File: src/rtl/vcac_regs.svh
// Register offsets, field positions, reset and fixed values
`ifndef VCAC_REGS_SVH
`define VCAC_REGS_SVH
`define VCAC_CTRL_OFS 12'h15c
`define VCAC_STAT_OFS 12'h15e
`define VCAC_RCAP_OFS 12'h160
`define VCAC_DW_CTRL_STAT 10'h057
`define VCAC_DW_RCAP 10'h058
`define VCAC_CTRL_LOAD_BIT 0
`define VCAC_CTRL_SEL_LSB 1
`define VCAC_CTRL_SEL_MSB 3
`define VCAC_STAT_PEND_BIT 0
`define VCAC_CTRL_RST 16'h0000
`define VCAC_STAT_RST 16'h0000
`define VCAC_SEL_RST 3'h0
`define VCAC_RCAP_VAL 32'h00000001
`define VCAC_CH_CAP_FULL 8'h03
`define VCAC_CH_CAP_NONE 8'h00
`define VCAC_TABLE_PHASES 32
`define VCAC_TABLE_ENTRY_W 4
`endif

File: src/rtl/vcac_pkg.sv
// Types shared by the arbitration control register bank
package vcac_pkg;
  typedef enum logic [2:0] {
    VCAC_SCHEME_RR = 3'h0,
    VCAC_SCHEME_WRR32 = 3'h1
  } vcac_scheme_t;

  typedef enum logic [2:0] {
    VCAC_CP_IDLE = 3'h1,
    VCAC_CP_COPY = 3'h2,
    VCAC_CP_DONE = 3'h4
  } vcac_copy_state_t;
endpackage

File: src/rtl/vcac_copy_if.sv
// Handshake between the register bank and the table copier
`timescale 1ns/1ps
interface vcac_copy_if;
  logic start;
  logic busy;
  logic done;
  modport ctrl (output start, input busy, input done);
  modport copier (input start, output busy, output done);
endinterface

File: src/rtl/vcac_arb_ctrl.sv
// Arbitration control, status and channel-zero capability registers
`timescale 1ns/1ps
`include "vcac_regs.svh"
module vcac_arb_ctrl #(
  parameter int PHASES = `VCAC_TABLE_PHASES,
  parameter int ENTRY_W = `VCAC_TABLE_ENTRY_W
) (
  // Clock and reset
  input wire logic i_clk,
  input wire logic i_sys_rst,
  // Extended configuration access
  input wire logic [11:0] i_cfg_addr,
  input wire logic i_cfg_wr,
  input wire logic i_cfg_rd,
  input wire logic [3:0] i_cfg_be,
  input wire logic [31:0] i_cfg_wdata,
  output logic [31:0] o_cfg_rdata,
  output logic o_cfg_rvalid,
  output logic o_cfg_hit,
  // Staged table in configuration space
  input wire logic i_staged_table_write,
  input wire logic [PHASES*ENTRY_W-1:0] i_staged_table,
  input wire logic [2:0] i_low_priority_count,
  // Arbiter side
  output logic [2:0] o_arb_scheme,
  output logic o_arb_use_table,
  output logic [PHASES*ENTRY_W-1:0] o_working_table,
  output logic o_table_copy_busy,
  output logic [7:0] o_channel_scheme_support
);
  vcac_copy_if cp_if ();

  logic [2:0] scheme_r;
  logic pending_r;
  logic mod_in_copy_r;
  logic load_req_r;
  logic start_r;
  logic [31:0] rdata_r;
  logic rvalid_r;
  logic hit_r;
  logic [2:0] scheme_nxt;
  logic pending_nxt;
  logic mod_in_copy_nxt;
  logic load_req_nxt;
  logic start_nxt;

  // Decode
  wire [9:0] dw_addr = i_cfg_addr[11:2];
  wire sel_cs = (dw_addr == `VCAC_DW_CTRL_STAT);
  wire sel_cap = (dw_addr == `VCAC_DW_RCAP);
  wire wr_ctrl_lo = i_cfg_wr & sel_cs & i_cfg_be[0];
  wire load_wr = wr_ctrl_lo & i_cfg_wdata[`VCAC_CTRL_LOAD_BIT];
  wire [2:0] sel_wdata =
    i_cfg_wdata[`VCAC_CTRL_SEL_MSB:`VCAC_CTRL_SEL_LSB];

  // Read images; only the select field and pending bit are live
  wire [15:0] ctrl_img = {12'h000, scheme_r, 1'b0};
  wire [15:0] stat_img = {15'h0000, pending_r};
  // Every capability field is fixed; nothing here is writable
  wire [31:0] cap_img = `VCAC_RCAP_VAL;
  wire [31:0] rd_mux = sel_cs ? {stat_img, ctrl_img} :
                       sel_cap ? cap_img : 32'h00000000;

  // Scheme select: reserved codes are stored and driven to the arbiter on o_arb_scheme as written
  always_comb begin
    scheme_nxt = wr_ctrl_lo ? sel_wdata : scheme_r;
  end

  // Load requests arriving mid-copy are held and replayed afterwards
  always_comb begin
    load_req_nxt = load_req_r;
    start_nxt = 1'b0;
    if (load_wr) begin
      load_req_nxt = 1'b1;
    end
    if (load_req_nxt && !cp_if.busy && !start_r) begin
      start_nxt = 1'b1;
      load_req_nxt = 1'b0;
    end
  end

  // Modification during a copy may miss entries, so keep pending set
  always_comb begin
    mod_in_copy_nxt = mod_in_copy_r;
    if (cp_if.done) begin
      mod_in_copy_nxt = 1'b0;
    end
    if (i_staged_table_write && (cp_if.busy || start_r)) begin
      mod_in_copy_nxt = 1'b1;
    end
  end

  // Set wins over clear
  always_comb begin
    pending_nxt = pending_r;
    if (cp_if.done && !mod_in_copy_r && !load_req_r) begin
      pending_nxt = 1'b0;
    end
    if (i_staged_table_write) begin
      pending_nxt = 1'b1;
    end
  end

  always_ff @(posedge i_clk) begin
    if (i_sys_rst) begin
      scheme_r <= `VCAC_SEL_RST;
      pending_r <= 1'b0;
      mod_in_copy_r <= 1'b0;
      load_req_r <= 1'b0;
      start_r <= 1'b0;
    end else begin
      scheme_r <= scheme_nxt;
      pending_r <= pending_nxt;
      mod_in_copy_r <= mod_in_copy_nxt;
      load_req_r <= load_req_nxt;
      start_r <= start_nxt;
    end
  end

  always_ff @(posedge i_clk) begin
    if (i_sys_rst) begin
      rdata_r <= 32'h00000000;
      rvalid_r <= 1'b0;
      hit_r <= 1'b0;
    end else begin
      rdata_r <= i_cfg_rd ? rd_mux : 32'h00000000;
      rvalid_r <= i_cfg_rd;
      hit_r <= i_cfg_rd & (sel_cs | sel_cap);
    end
  end

  assign cp_if.start = start_r;

  vcac_table_copier #(
    .PHASES(PHASES),
    .ENTRY_W(ENTRY_W)
  ) u_copier (
    .i_clk(i_clk),
    .i_sys_rst(i_sys_rst),
    .cp(cp_if),
    .i_staged_table(i_staged_table),
    .o_working_table(o_working_table)
  );

  assign o_cfg_rdata = rdata_r;
  assign o_cfg_rvalid = rvalid_r;
  assign o_cfg_hit = hit_r;
  assign o_arb_scheme = scheme_r;
  assign o_arb_use_table =
    (scheme_r == vcac_pkg::VCAC_SCHEME_WRR32);
  assign o_table_copy_busy = cp_if.busy;
  // No low-priority channel means the table is only a scratch pad
  assign o_channel_scheme_support = (i_low_priority_count == 3'h0) ?
    `VCAC_CH_CAP_NONE : `VCAC_CH_CAP_FULL;
endmodule

File: src/rtl/vcac_table_copier.sv
// Copies the staged arbitration table into the working table
`timescale 1ns/1ps
`include "vcac_regs.svh"
module vcac_table_copier #(
  parameter int PHASES = `VCAC_TABLE_PHASES,
  parameter int ENTRY_W = `VCAC_TABLE_ENTRY_W
) (
  // Clock and reset
  input wire logic i_clk,
  input wire logic i_sys_rst,
  // Handshake
  vcac_copy_if.copier cp,
  // Tables
  input wire logic [PHASES*ENTRY_W-1:0] i_staged_table,
  output logic [PHASES*ENTRY_W-1:0] o_working_table
);
  localparam int IW = (PHASES > 1) ? $clog2(PHASES) : 1;
  localparam logic [IW-1:0] LAST = IW'(PHASES - 1);

  vcac_pkg::vcac_copy_state_t state_r;
  vcac_pkg::vcac_copy_state_t state_nxt;
  logic [IW-1:0] idx_r;
  logic [ENTRY_W-1:0] work_r [PHASES];
  wire copying = (state_r == vcac_pkg::VCAC_CP_COPY);
  wire [ENTRY_W-1:0] staged_entry = i_staged_table[idx_r*ENTRY_W +: ENTRY_W];

  assign cp.busy = (state_r != vcac_pkg::VCAC_CP_IDLE);
  assign cp.done = (state_r == vcac_pkg::VCAC_CP_DONE);

  always_comb begin
    case (state_r)
      vcac_pkg::VCAC_CP_IDLE:
        state_nxt = cp.start ? vcac_pkg::VCAC_CP_COPY : vcac_pkg::VCAC_CP_IDLE;
      vcac_pkg::VCAC_CP_COPY:
        state_nxt = (idx_r == LAST) ? vcac_pkg::VCAC_CP_DONE
                                    : vcac_pkg::VCAC_CP_COPY;
      vcac_pkg::VCAC_CP_DONE: state_nxt = vcac_pkg::VCAC_CP_IDLE;
      default: state_nxt = vcac_pkg::VCAC_CP_IDLE;
    endcase
  end

  always_ff @(posedge i_clk) begin
    if (i_sys_rst) begin
      state_r <= vcac_pkg::VCAC_CP_IDLE;
      idx_r <= '0;
    end else begin
      state_r <= state_nxt;
      idx_r <= copying ? idx_r + IW'(1) : '0;
    end
  end

  // One entry per cycle keeps the copy to a single narrow mux
  always_ff @(posedge i_clk) begin
    if (i_sys_rst) begin
      for (int i = 0; i < PHASES; i++) begin
        work_r[i] <= '0;
      end
    end else if (copying) begin
      work_r[idx_r] <= staged_entry;
    end
  end

  genvar g;
  generate
    for (g = 0; g < PHASES; g++) begin : g_out
      assign o_working_table[g*ENTRY_W +: ENTRY_W] = work_r[g];
    end
  endgenerate
endmodule

File: config.mk
export PLATFORM = sky130hd
export DESIGN_NAME = vcac_arb_ctrl
export DESIGN_NICKNAME = d
export VERILOG_FILES = /design/src/rtl/vcac_pkg.sv /design/src/rtl/vcac_copy_if.sv /design/src/rtl/vcac_arb_ctrl.sv /design/src/rtl/vcac_table_copier.sv
export VERILOG_INCLUDE_DIRS = /design/src /design/src/rtl
export SDC_FILE = /design/constraint.sdc
export NUM_CORES = 1
export LEC_CHECK = 0
export ABC_CLOCK_PERIOD_IN_PS = 4200
export BUFFER_PORTS_ARGS = -buffer_cell sky130_fd_sc_hd__buf_2
export CAP_MARGIN = 15
export CORE_AREA = 2 2 139 141
export CTS_CLUSTER_DIAMETER = 40
export DETAILED_ROUTE_END_ITERATION = 8
export DIE_AREA = 0 0 141 143
export HOLD_SLACK_MARGIN = 0.03
export PLACE_DENSITY_LB_ADDON = 0.25
export SYNTH_ARGS = -nofsm -noshare
export SYNTH_HDL_FRONTEND = slang
export SYNTH_SLANG_ARGS = --single-unit
File: constraint.sdc
create_clock -name i_clk -period 4.2 [get_ports i_clk]
set_input_delay 0 -clock i_clk [delete_from_list [all_inputs] [get_ports i_clk]]
set_output_delay 0 -clock i_clk [all_outputs]
set_load 0.02 [all_outputs]
==> reports/results.ini <==
[outcome]
status = complete, no violations

[timing]
setup_slack_ns = 1.399
rsz0062_at_grt = no
slew_violations = 0
setup_viol = 0
tightest_slew_ns = 1.064
finalHoldViolCount = 0
period_needed_ns = 2.801
fin_worst_skew_ns = 0.009606
tns_ns = 0
relSlewSlack = 0.2906
clock.fmax_mhz = 357.1
fin_crit_sh = 0.6668

[critical_path]
cp.required_ns = 4.32
crit_family = simple AND/OR/NAND/NOR gates
critical_path.slowest_cell = dfxtp_4
crit_arrival_ns = 2.92
critPathBufInv = 0
cp_max_fo = 69
worstPathCellList = ha_1 > and2_1 > nand3_1 > nand2b_1
crit_type = reg2reg
reg2reg_slack_ns = 1.40
startpoint_type = register
critPathCaptureType = register
critPathMaxStageDelay_ns = 1.04

[floorplan]
die_area_um2 = 20160
start_util = 0.4115
num_rows = 50
core_area_um2 = 18580
die_x_um = 141
ios = 359
die_h_um = 143

[routing]
drc = 0
dr.pass1.iters = 5
drtAntennaViolNets = 0
via_per_inst = 5.162
first_iter_violations = 411
dr_total_vias = 5910
wl_per_cell_um = 18.51
wirelength_um = 21190

[min_path]
hold_class = in2reg

[cts]
cts_resized = 0
htreeDepth = 4
clock_latency_ns = 0.42
clock_path_buffers = 2
path_clk_slew_ns = 0.06
numCtsBuffers = 17
cts_tree = built
clock-sinks = 150
cts-root-buf = clkbuf_16

[yosys]
ys_seq_area_frac = 0.5603
synth_cell_types = 42
synth_edf_count = 128
ys_ff_latch = 150
synth.avg_cell_area_um2 = 12.33
async_flop_share = 0
synth_cells = 620
synth_flop_cell = edfxtp_1
synth_area_um2 = 7646
yosysWarnings = 0

[power_and_ir_drop]
power_switching_share = 0.2405
switchingPower_mw = 0.8661
power_density_nw_per_um2 = 370.6
seqPwrFrac = 0.470
p_total_mw = 3.602
pwr-share-comb = 0.099
p_int_mw = 2.736
power_frac_clock = 0.432
irDropWorstVdd_uv = 182.3
leakage_nw = 3.792

[job]
drv_cap = 0

[placed_design]
dp_hpwl_um = 14400
dpl_worst_slack_ns = 1.333
io_buffer_count = 292
gp_congestion = 0.7225

[layout]
diodes = 0
multi_input_area_um2 = 2912
register_area_um2 = 4288
area_growth_pct = 27.10
fillers = 1670
drive_gt1_frac = 0.4270
final_nets = 1087

[global_route]
grt_start_max_net_pins = 70
gr-usage-all-layers = 0.2106
antenna_found_initial = 0
grt_pass1_wl_um = 32090
overflow = 0
grt_pass1_vias = 5827

[worst register-to-register path, stage by stage, from the launching register on]
cell and delay [ns]:
dfxtp_4 1.04, ha_1 0.33, and2_1 0.49, nand3_1 0.33, nand2b_1 0.31
[kinds of logic (layout without fill, tap and decap cells)]
group / count (synthesis) / in the layout / synth area share
buf+inv: 85 / 344 / 0.07577
compound gates: 166 / 166 / 0.1343
flops: 150 / 150 / 0.5603
simple gates: 144 / 144 / 0.1309
fa+ha+maj: 5 / 5 / 0.008182
xor+xnor: 2 / 2 / 0.002291
mux: 67 / 67 / 0.08771
other cells: 1 / 33 / 0.0004904
[cell usage after synthesis, drive strengths merged, types with 3 or more instances]
cell type,n,area share
a21oi,131,0.10
edfxtp,128,0.50
buf,72,0.069
mux2i,67,0.088
nand2,33,0.016
nand2b,33,0.027
o22ai,32,0.032
dfxtp,22,0.058
nor2,13,0.0064
and2,11,0.0090
clkbuf,11,0.0056
nor4,11,0.024
nand4bb,7,0.010
ha,5,0.0082
nand3,5,0.0033
nand4b,5,0.0057
or4b,4,0.0067
and3b,3,0.0034
nor3b,3,0.0029
o21ai,3,0.0020
or3b,3,0.0034
[per-stage QoR]
step / std cells / cell area [µm²] / utilization / hold slack, ns
final: 1145 / 9718 / 0.5230 / 0.04705
after global routing: 1145 / 9718 / 0.5230 / 0.1056
after CTS: 1145 / 9718 / 0.5230 / 0.03898
after detailed placement: 1105 / 9036 / 0.4863 / 0.1926
after global placement: 1105 / 9036 / 0.4863 / 0.1912
after floorplan: 652 / 7766 / - / 0.07918
[cell usage in the layout, fill, tap and decap left out, drive strengths merged, types with 2 or more instances in the layout]
cell	instances
buf	302
a21oi	131
edfxtp	128
mux2i	67
nand2	33
nand2b	33
conb	33
o22ai	32
dfxtp	22
clkbuf	17
nor2	13
and2	11
nor4	11
dlygate4sd3	8
nand4bb	7
clkinv	7
inv	6
nand3	5
nand4b	5
ha	5
or4b	4
or3b	3
and3b	3
nor3b	3
o21ai	3
bufinv	3
and3	2
or3	2
nor3	2
nor2b	2
or2	2
[state kept, by name, summed over array words and instances (netlist names)]
| signal | flops |
|---|---|
| o_cfg_hit | 1 |
| u_copier.work_r | 128 |
| u_copier.state_r | 3 |
| mod_in_copy_r | 1 |
| o_cfg_rvalid | 1 |
| load_req_r | 1 |
| u_copier.idx_r | 5 |
| o_arb_scheme | 3 |
| cp_if.start | 1 |
| o_cfg_rdata | 5 |
| pending_r | 1 |
[what timing repair did]
action | 4_1_cts | 5_1_grt
buffers inserted | 0 | 0
hold endpoints to repair | 10 | 0
setup endpoints to repair | 0 | 0
hold buffers | 8 | 0
[metal layers]
layer,vias up,global-route usage,share of wire
li1,2811,-,-
met1,2755,0.2539,0.40
met2,319,0.3836,0.52
met3,25,0.03454,0.065
met4,0,0.07105,0.018
met5,-,0,0
[worst paths after layout]
kind,cells after the start,start,endpoint
max,4,u_copier.idx_r[0]$_SDFF_PN0_,u_copier.work_r[7][3]$_SDFFCE_PN0P_
min,5,i_cfg_wr,o_arb_scheme[0]$_SDFFE_PP0N_
max reg2reg,4,u_copier.idx_r[0]$_SDFF_PN0_,u_copier.work_r[7][3]$_SDFFCE_PN0P_
min reg2reg,2,mod_in_copy_r$_SDFFE_PP0P_,mod_in_copy_r$_SDFFE_PP0P_
[layout make-up]
type / count / share of cell area
inverter: 2 / 0.0007725
multi-input combinational: 417 / 0.2996
tap: 234 / 0.03013
timing repair buffer: 310 / 0.1663
clock buffer: 17 / 0.04377
clock inverter: 15 / 0.01815
sequential: 150 / 0.4412
[power groups by stage]
| stage | clock, mW | sequential, mW | combinational (mW) |
|---|---|---|---|
| floorplan | 0 | 1.81 | 0.130 |
| global placement | 0 | 1.72 | 0.350 |
| detailed placement | 0 | 1.72 | 0.352 |
| CTS | 1.57 | 1.69 | 0.358 |
| global route | 1.63 | 1.70 | 0.381 |
| finish | 1.55 | 1.69 | 0.355 |
No activity file was read; power rests on OpenSTA's default activity.
